<file path="src/nfh_pkg.sv">
package nfh_pkg;
	localparam int unsigned CLK_PERIOD_NS = 10;
	// Power-up recovery wait
	localparam int unsigned POWERUP_WAIT_US = 1000;
	localparam int unsigned POWERUP_CYC = (POWERUP_WAIT_US * 1000) / CLK_PERIOD_NS;
	// Gap from last address rise to first data rise
	localparam int unsigned ADDR_DATA_GAP_NS = 70;
	localparam int unsigned ADDR_DATA_GAP_CYC = (ADDR_DATA_GAP_NS + CLK_PERIOD_NS - 1) / CLK_PERIOD_NS;
	// Strobe half period and data wait after busy
	localparam int unsigned STROBE_HALF_CYC = 3;
	localparam int unsigned READY_TO_READ_CYC = 3;
	// Busy guard: release from the device within this many cycles or give up
	localparam int unsigned BUSY_TIMEOUT_CYC = 1000;
	localparam int unsigned FEAT_BYTES = 4;
	localparam logic [7:0] CMD_GET_FEAT = 8'hEE;
	localparam logic [7:0] CMD_SET_FEAT = 8'hEF;
	localparam logic [7:0] CMD_READ_STATUS = 8'h70;
	localparam logic [7:0] CMD_READ = 8'h00;
	localparam logic [7:0] FADDR_IO_DRIVE = 8'h80;
	localparam logic [7:0] FADDR_RB_PULL = 8'h81;
	localparam logic [7:0] STRENGTH_MAX = 8'h03;
	localparam int unsigned STATUS_READY_BIT = 5;

	typedef struct packed {
		logic [7:0] p4;
		logic [7:0] p3;
		logic [7:0] p2;
		logic [7:0] p1;
	} nfh_params_t;

	typedef struct packed {
		logic cle;
		logic ale;
		logic ce_n;
		logic we_n;
		logic re_n;
		logic wp_n;
	} nfh_strobes_t;
endpackage

</file>
<file path="src/nfh_feature_host.sv">
// Function
// - Get features: command EEh then exactly one feature address cycle.
// - Status polling during get features is followed by read command 00h.
// - After ready, one feature byte is taken per read_enable_n pulse.
// - Set features: command EFh then one feature address cycle.
// - Four parameter bytes sent in order, latched on write_enable_n rise.
// - Host holds write_protect_n steady until operation completes, status bit5 high.
// - Host waits at least 1 ms after power-up before any command.
// - Host keeps write_protect_n low through power-up and power-down; power-down is not handled here.
// - At least 70 ns between last address rise and first data rise.
module nfh_feature_host #(
	parameter int unsigned POWERUP_CYCLES = nfh_pkg::POWERUP_CYC
) (
	// Clock and reset
	input wire logic i_clk_sys,
	input wire logic i_reset,
	// User request
	input wire logic i_start,
	input wire logic i_set,
	input wire logic i_poll_status,
	input wire logic [7:0] i_feat_addr,
	input wire nfh_pkg::nfh_params_t i_params,
	input wire logic i_wp_release,
	// User answer
	output logic o_ready,
	output logic o_done,
	output logic o_error,
	output nfh_pkg::nfh_params_t o_params,
	// Flash pins
	output nfh_pkg::nfh_strobes_t o_strobes,
	output logic [7:0] o_io,
	output logic o_io_oe,
	input wire logic [7:0] i_io,
	input wire logic i_ready_busy_n
);
	typedef enum {
		ST_POWERUP, ST_IDLE, ST_CMD, ST_ADDR, ST_GAP, ST_WDATA, ST_BUSY,
		ST_STAT_CMD, ST_STAT_RD, ST_READ_CMD, ST_SETTLE, ST_RDATA, ST_DONE
	} nfh_state_t;

	nfh_state_t state_r, state_nxt;
	logic [19:0] cnt_r, cnt_nxt;
	logic [1:0] byte_r, byte_nxt;
	logic [2:0] ph_r, ph_nxt;
	logic set_r, set_nxt;
	logic poll_r, poll_nxt;
	logic [7:0] addr_r, addr_nxt;
	nfh_pkg::nfh_params_t wparams_r, wparams_nxt;
	nfh_pkg::nfh_params_t rparams_r, rparams_nxt;
	nfh_pkg::nfh_strobes_t strb_r, strb_nxt;
	logic [7:0] io_r, io_nxt;
	logic io_oe_r, io_oe_nxt;
	logic done_r, done_nxt;
	logic err_r, err_nxt;
	logic wp_r, wp_nxt;
	logic stat_ok;

	// Byte of the write set picked by index
	function automatic logic [7:0] pick_byte(input nfh_pkg::nfh_params_t p, input logic [1:0] i);
		pick_byte = p[i*8 +: 8];
	endfunction

	assign stat_ok = i_io[nfh_pkg::STATUS_READY_BIT];

	////////////////////////////////////////////////////////////////////////
	always_comb begin
		state_nxt = state_r;
		cnt_nxt = cnt_r;
		byte_nxt = byte_r;
		ph_nxt = ph_r;
		set_nxt = set_r;
		poll_nxt = poll_r;
		addr_nxt = addr_r;
		wparams_nxt = wparams_r;
		rparams_nxt = rparams_r;
		strb_nxt = strb_r;
		io_nxt = io_r;
		io_oe_nxt = io_oe_r;
		done_nxt = 1'b0;
		err_nxt = err_r;
		wp_nxt = wp_r;
		unique case (state_r)
			ST_POWERUP: begin
				// Protect held low until recovery wait ends
				wp_nxt = 1'b0;
				if (cnt_r >= 20'(POWERUP_CYCLES - 1)) begin
					state_nxt = ST_IDLE;
					cnt_nxt = '0;
				end else begin
					cnt_nxt = cnt_r + 20'h00001;
				end
			end
			ST_IDLE: begin
				// Protect level only moves between operations
				wp_nxt = i_wp_release;
				if (i_start) begin
					set_nxt = i_set;
					poll_nxt = i_poll_status;
					addr_nxt = i_feat_addr;
					wparams_nxt = i_params;
					err_nxt = 1'b0;
					io_nxt = i_set ? nfh_pkg::CMD_SET_FEAT : nfh_pkg::CMD_GET_FEAT;
					io_oe_nxt = 1'b1;
					strb_nxt.ce_n = 1'b0;
					strb_nxt.cle = 1'b1;
					ph_nxt = '0;
					state_nxt = ST_CMD;
				end
			end
			ST_CMD, ST_ADDR, ST_WDATA, ST_STAT_CMD, ST_READ_CMD: begin
				// Write strobe: low for half, rising edge latches
				ph_nxt = ph_r + 3'h1;
				if (ph_r == 3'h0) begin
					strb_nxt.we_n = 1'b0;
				end else if (ph_r == 3'(nfh_pkg::STROBE_HALF_CYC)) begin
					strb_nxt.we_n = 1'b1;
				end else if (ph_r == 3'(2 * nfh_pkg::STROBE_HALF_CYC)) begin
					ph_nxt = '0;
					strb_nxt.cle = 1'b0;
					strb_nxt.ale = 1'b0;
					cnt_nxt = '0;
					unique case (state_r)
						ST_CMD: begin
							strb_nxt.ale = 1'b1;
							io_nxt = addr_r;
							state_nxt = ST_ADDR;
						end
						ST_ADDR: begin
							io_oe_nxt = set_r;
							byte_nxt = '0;
							state_nxt = set_r ? ST_GAP : ST_BUSY;
						end
						ST_WDATA: begin
							byte_nxt = byte_r + 2'h1;
							io_nxt = pick_byte(wparams_r, byte_r + 2'h1);
							if (byte_r == 2'(nfh_pkg::FEAT_BYTES - 1)) begin
								io_oe_nxt = 1'b0;
								state_nxt = ST_BUSY;
							end
						end
						ST_STAT_CMD: begin
							io_oe_nxt = 1'b0;
							state_nxt = ST_STAT_RD;
						end
						default: begin
							io_oe_nxt = 1'b0;
							state_nxt = ST_SETTLE;
						end
					endcase
				end
			end
			ST_GAP: begin
				// Counted from end of address cycle, a half after its rise; data rise comes a half plus one cycle later
				cnt_nxt = cnt_r + 20'h00001;
				if (cnt_r >= 20'(nfh_pkg::ADDR_DATA_GAP_CYC)) begin
					io_nxt = pick_byte(wparams_r, 2'h0);
					ph_nxt = '0;
					state_nxt = ST_WDATA;
				end
			end
			ST_BUSY: begin
				// Only status polling is issued while busy
				cnt_nxt = cnt_r + 20'h00001;
				if (cnt_r >= 20'(nfh_pkg::BUSY_TIMEOUT_CYC)) begin
					err_nxt = 1'b1;
					state_nxt = ST_DONE;
				end else if (poll_r && cnt_r == 20'h00002) begin
					io_nxt = nfh_pkg::CMD_READ_STATUS;
					io_oe_nxt = 1'b1;
					strb_nxt.cle = 1'b1;
					ph_nxt = '0;
					state_nxt = ST_STAT_CMD;
				end else if (cnt_r > 20'h00002 && i_ready_busy_n) begin
					state_nxt = set_r ? ST_DONE : ST_SETTLE;
					cnt_nxt = '0;
				end
			end
			ST_STAT_RD: begin
				ph_nxt = ph_r + 3'h1;
				// Bounded like the busy wait: a stuck status must not hang the host
				cnt_nxt = cnt_r + 20'h00001;
				if (cnt_r >= 20'(nfh_pkg::BUSY_TIMEOUT_CYC)) begin
					strb_nxt.re_n = 1'b1;
					err_nxt = 1'b1;
					state_nxt = ST_DONE;
				end else if (ph_r == 3'h0) begin
					strb_nxt.re_n = 1'b0;
				end else if (ph_r == 3'(nfh_pkg::STROBE_HALF_CYC)) begin
					strb_nxt.re_n = 1'b1;
					ph_nxt = '0;
					if (stat_ok) begin
						if (set_r) begin
							state_nxt = ST_DONE;
						end else begin
							// Leave status output mode before fetching data
							io_nxt = nfh_pkg::CMD_READ;
							io_oe_nxt = 1'b1;
							strb_nxt.cle = 1'b1;
							state_nxt = ST_READ_CMD;
						end
					end
				end
			end
			ST_SETTLE: begin
				cnt_nxt = cnt_r + 20'h00001;
				if (cnt_r >= 20'(nfh_pkg::READY_TO_READ_CYC)) begin
					ph_nxt = '0;
					byte_nxt = '0;
					state_nxt = ST_RDATA;
				end
			end
			ST_RDATA: begin
				ph_nxt = ph_r + 3'h1;
				if (ph_r == 3'h0) begin
					strb_nxt.re_n = 1'b0;
				end else if (ph_r == 3'(nfh_pkg::STROBE_HALF_CYC)) begin
					rparams_nxt[byte_r*8 +: 8] = i_io;
					strb_nxt.re_n = 1'b1;
				end else if (ph_r == 3'(2 * nfh_pkg::STROBE_HALF_CYC)) begin
					ph_nxt = '0;
					byte_nxt = byte_r + 2'h1;
					if (byte_r == 2'(nfh_pkg::FEAT_BYTES - 1)) begin
						state_nxt = ST_DONE;
					end
				end
			end
			ST_DONE: begin
				// Deselect between operations; feature mode persists regardless
				strb_nxt.ce_n = 1'b1;
				done_nxt = 1'b1;
				state_nxt = ST_IDLE;
			end
		endcase
	end

	////////////////////////////////////////////////////////////////////////
	always_ff @(posedge i_clk_sys) begin
		if (i_reset) begin
			state_r <= ST_POWERUP;
			cnt_r <= 20'h00000;
			byte_r <= 2'h0;
			ph_r <= 3'h0;
			set_r <= 1'b0;
			poll_r <= 1'b0;
			addr_r <= 8'h00;
			wparams_r <= '0;
			rparams_r <= '0;
			strb_r <= '{cle: 1'b0, ale: 1'b0, ce_n: 1'b1, we_n: 1'b1, re_n: 1'b1, wp_n: 1'b0};
			io_r <= 8'h00;
			io_oe_r <= 1'b0;
			done_r <= 1'b0;
			err_r <= 1'b0;
			wp_r <= 1'b0;
		end else begin
			state_r <= state_nxt;
			cnt_r <= cnt_nxt;
			byte_r <= byte_nxt;
			ph_r <= ph_nxt;
			set_r <= set_nxt;
			poll_r <= poll_nxt;
			addr_r <= addr_nxt;
			wparams_r <= wparams_nxt;
			rparams_r <= rparams_nxt;
			strb_r <= '{cle: strb_nxt.cle, ale: strb_nxt.ale, ce_n: strb_nxt.ce_n,
				we_n: strb_nxt.we_n, re_n: strb_nxt.re_n, wp_n: wp_nxt};
			io_r <= io_nxt;
			io_oe_r <= io_oe_nxt;
			done_r <= done_nxt;
			err_r <= err_nxt;
			wp_r <= wp_nxt;
		end
	end

	logic ready_r;
	always_ff @(posedge i_clk_sys) begin
		if (i_reset) begin
			ready_r <= 1'b0;
		end else begin
			ready_r <= (state_nxt == ST_IDLE);
		end
	end

	assign o_ready = ready_r;
	assign o_done = done_r;
	assign o_error = err_r;
	assign o_params = rparams_r;
	assign o_strobes = strb_r;
	assign o_io = io_r;
	assign o_io_oe = io_oe_r;

	////////////////////////////////////////////////////////////////////////
	a_wp_low_powerup: assert property (@(posedge i_clk_sys) disable iff (i_reset)
		(state_r == ST_POWERUP) |-> !o_strobes.wp_n)
		else $error("write protect not low during power-up");
	a_no_cmd_early: assert property (@(posedge i_clk_sys) disable iff (i_reset)
		(state_r == ST_POWERUP) |-> o_strobes.ce_n && !o_strobes.cle)
		else $error("command before recovery wait");
	a_wp_steady_op: assert property (@(posedge i_clk_sys) disable iff (i_reset)
		(state_r != ST_IDLE && $past(state_r) != ST_IDLE) |-> $stable(o_strobes.wp_n))
		else $error("write protect moved during operation");
	a_cmd_then_addr: assert property (@(posedge i_clk_sys) disable iff (i_reset)
		(state_r == ST_CMD && state_nxt == ST_ADDR) |=> o_strobes.ale && o_io == addr_r)
		else $error("address cycle not after command");
	a_gap_kept: assert property (@(posedge i_clk_sys) disable iff (i_reset)
		(state_r == ST_ADDR && state_nxt == ST_GAP) |=> (state_r == ST_GAP && o_strobes.we_n) [*8])
		else $error("address to data gap too short");
	a_busy_no_cmd: assert property (@(posedge i_clk_sys) disable iff (i_reset)
		(state_r == ST_BUSY) |=> (!o_strobes.cle || o_io == nfh_pkg::CMD_READ_STATUS))
		else $error("command other than status during busy");
	a_read_after_stat: assert property (@(posedge i_clk_sys) disable iff (i_reset)
		(state_r == ST_STAT_RD && state_nxt == ST_READ_CMD) |=> o_io == nfh_pkg::CMD_READ)
		else $error("read command missing after status");
	a_four_bytes: assert property (@(posedge i_clk_sys) disable iff (i_reset)
		(state_r == ST_WDATA && state_nxt == ST_BUSY) |-> byte_r == 2'h3)
		else $error("parameter byte count wrong");
endmodule

</file>
<file path="config.mk">
export PLATFORM = sky130hd
export DESIGN_NAME = nfh_feature_host
export DESIGN_NICKNAME = d
export VERILOG_FILES = /design/src/nfh_pkg.sv /design/src/nfh_feature_host.sv
export SDC_FILE = /design/constraint.sdc
export NUM_CORES = 1
export LEC_CHECK = 0
export BUFFER_PORTS_ARGS = -buffer_cell sky130_fd_sc_hd__buf_4
export CAP_MARGIN = 20
export CORE_ASPECT_RATIO = 0.9
export CORE_UTILIZATION = 35
export DETAILED_ROUTE_END_ITERATION = 16
export GPL_TIMING_DRIVEN = 0
export PLACE_DENSITY_LB_ADDON = 0.1
export RECOVER_POWER = 50
export SKIP_LAST_GASP = 1
export SLEW_MARGIN = 10
export SYNTH_ARGS = -nofsm -noshare
export SYNTH_HDL_FRONTEND = slang
export SYNTH_SLANG_ARGS = --single-unit
export TNS_END_PERCENT = 10
</file>
<file path="constraint.sdc">
create_clock -name i_clk_sys -period 6.64 [get_ports i_clk_sys]
set_input_delay 0.664 -clock i_clk_sys [delete_from_list [all_inputs] [get_ports i_clk_sys]]
set_output_delay 0.664 -clock i_clk_sys [all_outputs]
set_load 0.01 [all_outputs]
</file>
# == Yosys cells after proc, flatten, opt, wreduce, memory -nomap -nowiden ==
# Cells that the tools add are included.
# totals
reg_bits,149
in_bits,55
output_inout_bits,50
elab_cells,208
# classes
addsub,4
order_cmp,5
n_eq_ne,38
shifts,3
mux,100
n_bitwise,2
reduce_logical,30
# op_table
operator,count
$mux W32,19
$pmux W32 S9,1
$eq A32 B4 Y1 const B,5
$mux W20,7
$eq A32 B3 Y1 const B,4
$pmux W32 S4,1
$eq A32 B2 Y1 const B,3
$mux W8,12
$pmux W20 S4,1
$pmux W8 S5,1
$mux W3,13
$ne A2 B2 Y1 const B,17
$neg A5 Y34,1
$shift A8 B34 Y32 const A,1
$shiftx A8 B34 Y32,1
$bwmux W32,1
$eq A32 B1 Y1 const B,1
$logic_not A32 Y1,1
$shiftx A32 B6 Y8,1
$reduce_and A14 Y1,2
$mux W1,22
$mux W2,11
$add A20 B1 Y20 const B,1
$eq A20 B2 Y1 const B,1
other kinds (37),54

# == Logic depth before layout (Yosys ltp) ==
# Gate-level depths: netlist (run 1).
# logic_depth
depth_word,8
depth_mapped,11
mapped_depth_nobuf,9

# == Worst setup path before layout (run 1) ==
# No wires, ideal clock.
# synth_path
path_type,register to register
from,register byte_r[0]
to,register io_r[5] (netlist: o_io[5])
setup_time_ns,0.128
arrival_time_ns,2.603
required_time_ns,6.512
slack_ns,3.909
path_stages_with_launch,10
path_buffers,2
synth_period_minus_slack_ns,2.731
cell_sequence,dfxtp_1 > buf_1 > inv_1 > ha_1 > clkbuf_1 > mux4_2 > mux2i_1 > o21ai_0 > mux2i_1 > nor2_1
# synth_via
elab_chain_cells,7
# synth_rtl
item,line_no,rtl
start: declaration,nfh_feature_host.sv:43,"logic [1:0] byte_r, byte_nxt;"
start signal: assignment,nfh_feature_host.sv:257,byte_r <= byte_nxt;
$add A2 B1 Y2,nfh_feature_host.sv:135,"io_nxt = pick_byte(wparams_r, byte_r + 2'h1);"
$shiftx A32 B6 Y8,nfh_feature_host.sv:60,pick_byte = p[i*8 +: 8];
$pmux W8 S2,nfh_feature_host.sv:122,unique case (state_r)
$mux W8,nfh_feature_host.sv:117,end else if (ph_r == 3'(2 * nfh_pkg::STROBE_HALF_CYC)) begin
$mux W8,nfh_feature_host.sv:115,end else if (ph_r == 3'(nfh_pkg::STROBE_HALF_CYC)) begin
$mux W8,nfh_feature_host.sv:113,if (ph_r == 3'h0) begin
$pmux W8 S5,nfh_feature_host.sv:82,unique case (state_r)
end signal: assignment,nfh_feature_host.sv:266,io_r <= io_nxt;
end: declaration,nfh_feature_host.sv:51,"logic [7:0] io_r, io_nxt;"
# No other way between the ends. The select of a mux whose other input is x is not followed.
# A chain may end at the register's enable or synchronous reset.

# == Worst setup path after layout (run 1) ==
# layout_path
from,register byte_r[0]
to,register rparams_r (netlist bit o_params[12])
# layout_via
elab_chain_cells,3
elab_cells_between_ends,4
cone_classes,1 x add/sub; 2 x shift; 1 x mux
# layout_rtl
item,line_no,rtl
$neg A5 Y34 (*),nfh_feature_host.sv:217,rparams_nxt[byte_r*8 +: 8] = i_io;
$shiftx A8 B34 Y32 / $shift A8 B34 Y32 (equally long branches),nfh_feature_host.sv:217,
$bwmux W32 (*),nfh_feature_host.sv:217,
end signal: assignment,nfh_feature_host.sv:263,rparams_r <= rparams_nxt;
end: declaration,nfh_feature_host.sv:49,"nfh_pkg::nfh_params_t rparams_r, rparams_nxt;"
# Mark *: on every way between the ends. The rest lies on a longest branch, timed or not.

==> summary.md, run 1 <==
| Metric | Value |
|---|---|
| P_sw | between 0.8 and 0.9 mW |
| Wire per inst | 17.2 um |
| Post-CTS Setup Bufs | 0 |
| Area Overhead vs Synth | 21.4% |
| Post-synth EDFFs | 0 |
| Avg Inst Size Synth | 8.22 um^2 |
| Initial antenna violation count | 0 |
| CTS clock-pin slew for the worst setup and hold paths | about 0.060 ns |
| Post-route clock period utilization | 0.539 |
| Final Max Slew Viols | 0 |
| Vias | 6453 |
| Hold Fails Final Rpt | 0 |
| CTS Root Cell | clkbuf_16 |
| Layout Skew | 0.0151 ns |
| Die Height | 135 um |
| Vias in the first global route | 6051 |
| R2R setup slack | about 3.1 ns |
| Worst setup margin | roughly 3.1 ns |
| FF-to-FF Start | byte_r[0] |
| DRC viols | 0 |
| Filler Cells Inserted | approximately 2000 |
| Largest net degree at the start of global routing | 17 |
| TNS Setup | 0 ns |
| Number of synthesized register bits | 149 |
| Synthesized area | roughly 0.0069 mm^2 |
| Global route overflow | 0 |
| Worst hold endpoint | o_params[17] |
| Place WS | between 3 and 4 ns |
| Crit path max fanout | 10 |
| Critical Path Sink Type | register |
| Critical path launch point type | register |
| Max VDD drop | roughly 180 uV |
| Period minus WS final | roughly 3.6 ns |
| # IOs | roughly 110 |
| Hold Startpoint | o_params[17] |
| Num CTS Buffers | 17 |
| H-tree levels | 4 |
| Power per cell area | about 310 mW/mm^2 |
| Final Setup Violations | 0 |
| Row count | 48 |
| Yosys top cell by area | dfxtp_1 |
| Post-Syn Nets | ~900 |
| Max Cap Violations | 0 |
| Initial Util | 0.359 |
| Gr usage total | 0.214 |
| Yosys warnings | 0 |
| Largest cells by area after synthesis | dfxtp_1 43%, nand2_1 8.4%, a21oi_1 7.4% |
| Final Wtd Congestion | between 0.9 and 1 |
| Routed WL | ~21 mm |
| Post-CTS resize count | 0 |
| Clk_lat worst skew | about 0.43 ns |
| Initial DRC Count | around 500 |
| Hold WC Path Type | reg2reg |
| Post-synth top area share | 0.433 |
| LEAKAGE | between 3 and 4 nW |
| Sw Ratio | 0.321 |
| Path depth of the worst reg2reg path | 7 |
| Crit path DAT | 3.94 ns |
| Main flop type after synthesis | dfxtp_1 |
| Ys async rst share | 0 |
| Die ar. | around 0.02 mm^2 |
| Worst-Margin Slew | ~0.94 ns |
| WS Path Type | reg2reg |
| Register area share after synthesis | 0.433 |
| Hold path depth | 2 |
| Post-DP HPWL | roughly 16 mm |
| CTS sink cnt | 149 |
| Unrepaired setup endpoints after global routing | no |
| Antenna-violating nets left | 0 |
| Final Util | 0.436 |
| CP Data Required Time | 7.00 ns |
| Vias/cell | about 5.3 |
| DR pass1 iterations | 5 |
| Fraction of layout cells with a size suffix above 1 | 0.120 |
| Share of power burned in the clock network | 0.372 |
| Fmax | 280 MHz |
| Antenna diode count | 0 |
| Netlist cell types | 61 |
| Post-Syn Instances | 839 |
| Die X | 150 um |
| Int Pwr | between 1.5 and 2 mW |
| Port bufs | roughly 100 |
| Hold-fix buffers, CTS | 0 |
| Worst r2r dst | o_params[12] |
| Pwr Total | around 2.6 mW |
| Reg power frac | 0.402 |
| CTS max path bufs | 2 |
| Outcome | completed |
| TritonCTS clock tree | done |
| Slew Limit Headroom | 0.374 |
| Nets | 1029 |
| Hold Slack | 0.451 ns |
| First-pass GRT wire length | 33.2 mm |
| Comb power frac | 0.225 |
| Core ar. | approximately 0.019 mm^2 |
routing by layer:
layer | vias up | GRT usage | share of wire
met5 | - | 0 | 0
met4 | 0 | 0.0561 | 0.015
met3 | 32 | 0.0522 | 0.067
met2 | 239 | 0.315 | 0.43
met1 | 2977 | 0.309 | 0.49
li1 | 3205 | - | -
worst max path at each step:
stage,slack (ns),depth (start not counted),to,startpoint
after floorplan,3.91,9,o_io[5],byte_r[0]
after global placement,3.03,7,o_params[12],byte_r[0]
after detailed placement,3.03,8,o_io[1],byte_r[0]
after CTS,2.99,8,o_io[1],byte_r[0]
after global routing,2.71,9,o_io[6],byte_r[0]
final,3.06,7,o_params[12],byte_r[0]
cell type report:
cell class              instances  area [um^2]  share of cell area
plain buffers                  54          223              0.0266
clock inverters                13          149              0.0178
repair buffers                103          589              0.0704
well taps                     250          313              0.0374
flip-flops and latches        149         2980               0.356
inverters                      10         37.5             0.00448
clock buffers                  17          425              0.0508
multi-input cells             626         3650               0.436
cells in the mapped netlist (14+ instances only):
master      n
xor2_1     16
nor4_1     14
o21ai_0    27
nor2_1     61
dfxtp_1   149
nor3_1     17
nand3_1    50
nand2_1   154
a21oi_1   102
clkbuf_1   38
and2_1     31
registers in the layout (all words and copies together) (netlist names):
signal,flops
byte_r,2
addr_r,8
state_r,32
o_io,8
wparams_r,32
o_error,1
cnt_r,20
o_strobes,5
ph_r,3
poll_r,1
o_params,32
o_io_oe,1
o_done,1
o_ready,1
wp_r,1
set_r,1
critical path, cell delays in order (launching register included):
cell and delay [ns]:
dfxtp_1 0.48, buf_1 0.52, inv_1 0.25, ha_1 0.49, clkbuf_1 0.58, nor3b_1 0.84
nand3_1 0.19, a21oi_1 0.17
metrics by stage:
step | std cells | cell area [um^2]
detailed placement | 1192 | 7990
CTS | 1222 | 8560
finish | 1222 | 8370
global route | 1222 | 8370
floorplan | 839 | 6900
global placement | 1192 | 7980
cell usage in the layout (no fill, tap or decap), types with 6 or more instances in the layout:
master / Yosys / layout
buf_4: 1 / 54
nand2b_1: 8 / 8
nor3b_1: 6 / 6
clkbuf_16: 0 / 17
nand2_1: 154 / 154
nor3_1: 17 / 17
buf_2: 11 / 7
dfxtp_1: 149 / 149
nor2_1: 61 / 61
xor2_1: 16 / 16
and3_1: 7 / 7
inv_1: 10 / 10
ha_1: 13 / 13
nand3_1: 50 / 50
and2_1: 31 / 16
and2_0: 0 / 15
mux2i_1: 11 / 11
a21oi_1: 102 / 102
o21ai_0: 27 / 27
nor2b_1: 7 / 7
mux4_2: 8 / 8
o211ai_1: 6 / 6
clkbuf_1: 38 / 92
nor4_1: 14 / 13
nand4_1: 13 / 13
o211a_1: 6 / 6
cells by family (layout without fill, tap and decap cells):
family,count (synthesis),in the layout,synth area share
compound gates,189,189,0.169
xor+xnor,19,19,0.0241
fa+ha+maj,13,13,0.0236
buf+inv,64,197,0.0385
flops,149,149,0.433
mux,19,19,0.0421
simple gates,386,386,0.270
power by group through the flow:
stage | logic (mW) | clock network (mW) | registers [mW]
2_1_floorplan | 0.374 | 0 | 1.05
3_3_place_gp | 0.596 | 0 | 1.05
3_5_place_dp | 0.594 | 0 | 1.05
4_1_cts | 0.598 | 0.982 | 1.03
5_1_grt | 0.635 | 1.02 | 1.04
6_report | 0.577 | 0.954 | 1.03
No activity file was read; power rests on OpenSTA's default activity.
==> inputs of run 2 (changes only) <==
--- a/config.mk
+++ b/config.mk
@@ -5,6 +5,7 @@
 export SDC_FILE = /design/constraint.sdc
 export NUM_CORES = 1
 export LEC_CHECK = 0
+export ABC_AREA = 1
 export BUFFER_PORTS_ARGS = -buffer_cell sky130_fd_sc_hd__buf_4
 export CAP_MARGIN = 20
 export CORE_ASPECT_RATIO = 0.9
==> constraint.sdc (replaced) <==
create_clock -name i_clk_sys -period 2.9 [get_ports i_clk_sys]
set_input_delay 0.29 -clock i_clk_sys [delete_from_list [all_inputs] [get_ports i_clk_sys]]
set_output_delay 0.29 -clock i_clk_sys [all_outputs]
set_load 0.01 [all_outputs]
==> summary.md, run 2 <==
| Metric | Value |
|---|---|
| Initial antenna violation count | 0 |
| Post-synth top area share | 0.362 |
| First-pass GRT wire length | 43.4 mm |
| Layout Skew | around 0.019 ns |
| Largest net degree at the start of global routing | 18 |
| Ys async rst share | 0 |
| Max incr delay on CP | 0.70 ns |
| Slew Limit Headroom | 0.379 |
| Fmax | between 300 and 400 MHz |
| P_sw | 3.30 mW |
| Hold-fix buffers, CTS | 0 |
| WS Path Type | reg2reg |
| Yosys warnings | 0 |
| Worst-Margin Slew | a little over 0.9 ns |
| Vias | between 8000 and 9000 |
| Crit path max fanout | 10 |
| Synthesized area | 0.00824 mm^2 |
| R2R setup slack | roughly 0.13 ns |
| Register area share after synthesis | 0.362 |
| Number of synthesized register bits | approximately 150 |
| CTS max path bufs | 2 |
| DR pass1 iterations | 6 |
| Outcome | completed |
| Final Setup Violations | 0 |
| Hold Fails Final Rpt | 0 |
| Initial Util | 0.362 |
| Die X | between 150 and 200 um |
| Post-synthesis mux area share | 0 |
| Nets | roughly 1400 |
| Crit path launch | state_r[15] |
| Largest cells by area after synthesis | dfxtp_1 36%, nand2_1 9.5%, nor2_1 9.0% |
| XOR/XNOR Fraction of Synth Area | 0.0181 |
| Row count | between 50 and 60 |
| Antenna diode count | 0 |
| FF-to-FF Start | state_r[15] |
| CTS Root Cell | clkbuf_16 |
| Pwr Total | 7.72 mW |
| Unrepaired setup endpoints after global routing | yes |
| Reg power frac | 0.318 |
| Simple-gate portion of the synthesized area | 0.336 |
| Wire per inst | ~16 um |
| Hold WC Path Type | in2reg |
| CP cell instances | nor2_1 > nand2_1 > nor2_4 > buf_4 > buf_2 > nand2_1 > nor2_1 > clkbuf_1 > o21ai_0 > nor2_1 |
| Critical path launch point type | register |
| Wire length on met3 | around 1.3 mm |
| Antenna-violating nets left | 0 |
| Main flop type after synthesis | dfxtp_1 |
| Largest family of logic cells by synthesized area | simple AND/OR/NAND/NOR gates |
| Hold Slack | between 0.07 and 0.08 ns |
| Compound-Gate Fraction of Synth Area | 0.168 |
| Post-Syn Nets | between 1000 and 1500 |
| Post-route clock period utilization | 0.955 |
| Vias in the first global route | 7902 |
| CTS sink cnt | 149 |
| # IOs | ~110 |
| Hold Startpoint | i_params[9] |
| Sw Ratio | 0.427 |
| Port bufs | between 100 and 150 |
| LEAKAGE | around 4 nW |
| Most common cell after layout, fill and taps aside | nand2_1 |
| M1 WL | around 13 mm |
| Inst Count DP | 1619 |
| Comb power frac | 0.384 |
| Netlist cell types | 50 |
| Die ar. | 0.0242 mm^2 |
| Post-DP HPWL | approximately 21 mm |
| Gr usage total | 0.233 |
| Slowest CP cell | nor2_1 |
| Area Overhead vs Synth | 19.3% |
| DRC viols | 0 |
| Most instantiated cells after synthesis | 209 x nand2_1, 197 x nor2_1, 149 x dfxtp_1 |
| Final Max Slew Viols | 0 |
| Vias/cell | 5.16 |
| CP dominant cell by count | nor2_1 |
| CTS clock-pin slew for the worst setup and hold paths | about 0.08 ns |
| Fraction of layout cells with a size suffix above 1 | 0.117 |
| Power per cell area | ~790 mW/mm^2 |
| Adder-cell area share of the yosys netlist | 0.0197 |
| Initial DRC Count | 703 |
| Post-synth EDFFs | 0 |
| Critical Path Sink Type | register |
| Period minus WS final | 2.77 ns |
| Yosys top cell by area | dfxtp_1 |
| Global route overflow | 0 |
| TritonCTS clock tree | done |
| Routed WL | between 20 and 30 mm |
| Die Height | ~150 um |
| Met2 WL | ~12 mm |
| Clk_lat worst skew | around 0.44 ns |
| Avg Inst Size Synth | 6.76 um^2 |
| Final cell count without fillers | 1653 |
| Final Wtd Congestion | 0.925 |
| Filler Cells Inserted | 2514 |
| Core ar. | between 0.02 and 0.025 mm^2 |
| Commonest non-fill, non-tap cells in the layout | 209 x nand2_1, 197 x nor2_1, 149 x dfxtp_1, 114 x inv_1, 97 x o21ai_0 |
| Int Pwr | roughly 4.4 mW |
| Max VDD drop | around 470 uV |
| Top Layer Used | met4 |
| Most numerous cell in the Yosys netlist | nand2_1 |
| TNS Setup | 0 ns |
| Crit path DAT | approximately 3.2 ns |
| CP Data Required Time | between 3 and 4 ns |
| Share of power burned in the clock network | 0.298 |
| Num CTS Buffers | 17 |
| Max Cap Violations | 0 |
| H-tree levels | 4 |
| Post-Syn Instances | 1219 |
run 2: changes by cell type in the layout (fill, tap and decap cells not counted), sizes merged, moves of 25 or more:
cell   change
nor2     +155
inv      +118
o21ai     +72
nand2     +61
nor3      +58
a21oi     -40
and2      -31
nand3     +25
run 2: path summary, 6_finish.rpt:
kind,end,depth (start not counted)
max,wparams_r[23],10
min,wparams_r[9],3
max reg2reg,wparams_r[23],10
min reg2reg,state_r[20],2
run 2: logic make-up (layout without fill, tap and decap cells):
family | Yosys count | count (layout)
xor+xnor | 17 | 17
simple gates | 611 | 611
flops | 149 | 149
buf+inv | 191 | 328
fa+ha+maj | 13 | 13
compound gates | 238 | 238
run 2: cell type report:
| type | count | area (um^2) | share of cell area |
|---|---|---|---|
| Sequential cell | 149 | 2980 | 0.303 |
| Clock buffer | 17 | 425 | 0.0433 |
| Inverter | 128 | 492 | 0.0500 |
| Multi-Input combinational cell | 879 | 4470 | 0.455 |
| Buffer | 63 | 304 | 0.0309 |
| Clock inverter | 15 | 183 | 0.0186 |
| Tap cell | 297 | 372 | 0.0378 |
| Timing Repair Buffer | 105 | 601 | 0.0611 |
run 2: stage by stage:
step	cell area [um^2]	setup slack [ns]	utilization
finish	9830	0.131	0.432
global route	9830	-0.117	0.432
CTS	9990	0.0790	0.439
detailed placement	9390	0.0939	0.412
global placement	9390	0.0160	0.412
floorplan	8240	0.827	-
run 2: power by group through the flow:
stage | logic [mW] | registers (mW) | clock network [mW]
3_3_place_gp | 2.99 | 2.51 | 0
4_1_cts | 3.00 | 2.46 | 2.35
3_5_place_dp | 2.98 | 2.51 | 0
2_1_floorplan | 2.05 | 2.46 | 0
5_1_grt | 3.31 | 2.48 | 2.44
6_report | 2.96 | 2.46 | 2.30
run 2: worst max-delay path: cells and delay by family, from the launching register on:
kind / cells / cell delay, ns
DFF: 1 / 0.33
and+or+nand+nor: 6 / 1.42
buffers and inverters: 3 / 0.84
AOI/OAI and AO/OA: 1 / 0.12
run 2: what timing repair did:
action | CTS | global route
endpoints found under the setup margin | 0 | 63
buffers inserted | 0 | 2
resized for setup | 0 | 5
run 2: metal layers:
layer | vias to the layer above | global-route usage
met3 | 42 | 0.0396
met2 | 255 | 0.356
li1 | 4311 | -
met4 | 0 | 0.0745
met1 | 3914 | 0.331
met5 | - | 0
==> inputs of run 3 (changes only) <==
--- a/config.mk
+++ b/config.mk
@@ -12,9 +12,8 @@
 export CORE_UTILIZATION = 35
 export DETAILED_ROUTE_END_ITERATION = 16
 export GPL_TIMING_DRIVEN = 0
-export PLACE_DENSITY_LB_ADDON = 0.1
 export RECOVER_POWER = 50
-export SKIP_LAST_GASP = 1
+export SETUP_SLACK_MARGIN = 0.3
 export SLEW_MARGIN = 10
 export SYNTH_ARGS = -nofsm -noshare
 export SYNTH_HDL_FRONTEND = slang
==> summary.md, run 3 (synthesis gave the netlist of run 2 again) <==
| Metric | Value |
|---|---|
| Outcome | completed |
| CP Data Required Time | about 3.3 ns |
| Hold Startpoint | i_params[6] |
| DR pass1 iterations | 5 |
| Final Util | 0.437 |
| Post-DP HPWL | roughly 20 mm |
| Commonest non-fill, non-tap cells in the layout | 208 x nand2_1, 194 x nor2_1, 144 x dfxtp_1, 114 x inv_1, 96 x o21ai_0 |
| Layout Skew | between 0.01 and 0.015 ns |
| Vias | 8609 |
| H-tree levels | 4 |
| # IOs | about 110 |
| TNS Setup | 0 ns |
| Unrepaired setup endpoints after global routing | yes |
| Crit path launch | state_r[15] |
| Clk_lat worst skew | roughly 0.43 ns |
| Place WS | between 0.1 and 0.15 ns |
| Antenna-violating nets left | 0 |
| Hold WC Path Type | in2reg |
| TritonCTS clock tree | done |
| Hold Slack | around 0.094 ns |
| Port bufs | slightly above 100 |
| Global route overflow | 0 |
| FF-to-FF Start | state_r[15] |
| Row count | 52 |
| Critical path launch point type | register |
| Crit path DAT | ~2.9 ns |
| Crit path max fanout | 10 |
| CTS sink cnt | approximately 150 |
| Path depth of the worst reg2reg path | 16 |
| Routed WL | between 20 and 30 mm |
| CTS clock-pin slew for the worst setup and hold paths | roughly 0.070 ns |
| WS Path Type | reg2reg |
| Largest net degree at the start of global routing | 17 |
| First-pass GRT wire length | about 42 mm |
| Worst r2r dst | o_io[0] |
| Final Wtd Congestion | between 0.9 and 1 |
| Worst setup margin | about 0.39 ns |
| Max VDD drop | roughly 430 uV |
| Filler Cells Inserted | 2453 |
| Num CTS Buffers | 17 |
| Hold Fails Final Rpt | 0 |
| Fraction of layout cells with a size suffix above 1 | 0.132 |
| R2R setup slack | roughly 0.39 ns |
| Wire per inst | 16.0 um |
| Power per cell area | about 780 mW/mm^2 |
| Vias in the first global route | between 7000 and 8000 |
| Worst-Margin Slew | about 0.75 ns |
| Die ar. | 0.0242 mm^2 |
| Period minus WS final | between 2 and 3 ns |
| Nets | ~1400 |
| Seq. cell area | between 0.002 and 0.003 mm^2 |
| Die X | approximately 160 um |
| Hold path depth | 3 |
| Initial DRC Count | 612 |
| Critical Path Sink Type | register |
| Post-route clock period utilization | 0.866 |
| Fmax | about 400 MHz |
| Antenna diode count | 0 |
| Area of the multi-input gates | ~0.0045 mm^2 |
| Final Max Slew Viols | 0 |
| LEAKAGE | slightly above 4 nW |
| CTS max path bufs | 2 |
| Slew Limit Headroom | 0.502 |
| Final Setup Violations | 0 |
| DRC viols | 0 |
| Area Overhead vs Synth | 20.9% |
| Vias/cell | 5.19 |
| Die Height | between 100 and 150 um |
| Max Cap Violations | 0 |
| Gr usage total | 0.224 |
| Core ar. | approximately 0.023 mm^2 |
| Inst Count DP | 1619 |
| Most common cell after layout, fill and taps aside | nand2_1 |
| Initial antenna violation count | 0 |
| Hold-fix buffers, CTS | 0 |
| Initial Util | 0.362 |
| Final cell count without fillers | 1660 |
| Worst hold endpoint | wparams_r[6] |
| CTS Root Cell | clkbuf_16 |
==> run 3: area by class of cell <==
| class | count | share of cell area |
|---|---|---|
| plain buffers | 63 | 0.0309 |
| multi-input cells | 879 | 0.456 |
| repair buffers | 112 | 0.0668 |
| flip-flops and latches | 149 | 0.300 |
| well taps | 297 | 0.0373 |
| inverters | 128 | 0.0494 |
| clock inverters | 14 | 0.0157 |
| clock buffers | 18 | 0.0441 |
==> run 3: power by group <==
| part | switching [mW] | internal (mW) |
|---|---|---|
| clock network | 1.02 | 1.25 |
| logic | 2.06 | 1.02 |
| registers | 0.193 | 2.28 |
==> run 3: metrics by stage <==
| stage | instance area [um^2] | power (mW) |
|---|---|---|
| floorplan | 8240 | 4.51 |
| global placement | 9390 | 5.43 |
| detailed placement | 9390 | 5.45 |
| CTS | 10000 | 7.71 |
| global route | 9960 | 8.30 |
| finish | 9960 | 7.81 |
==> run 3: worst max-delay path by stage <==
| stage | to | cells after the start |
|---|---|---|
| 6_report | o_io[0] | 16 |
| 5_1_grt | o_params[3] | 9 |
| 4_1_cts | cnt_r[11] | 12 |
| 3_5_place_dp | o_io[6] | 11 |
| 3_3_place_gp | o_io[6] | 11 |
| 2_1_floorplan | o_io[6] | 11 |
==> run 3: routing by layer <==
metal,track usage,vias up,routed length [um]
met5,0,-,0
li1,-,4328,-
met3,0.0345,39,1470
met4,0.0736,0,592
met2,0.349,270,11800
met1,0.316,3972,12700
==> run 3: critical path, cell delays in order, from the launching register on <==
cell      delay [ns]
dfxtp_1         0.34
nor2_1          0.12
nand2_1         0.09
nor2_4          0.21
buf_4           0.22
nand2_1         0.06
nor2_1          0.24
nand2_1         0.22
nand2_1         0.14
nand2_1         0.12
nand3b_1        0.15
nor2_1          0.09
nand2_4         0.12
inv_4           0.08
nand2_1         0.06
nand2_1         0.06
nor2_1          0.11
==> run 3: repair_timing <==
item,4_1_cts,5_1_grt
endpoints found under the setup margin,63,118
setup buffers,0,9
gates resized for setup,5,27
pin swaps,0,7
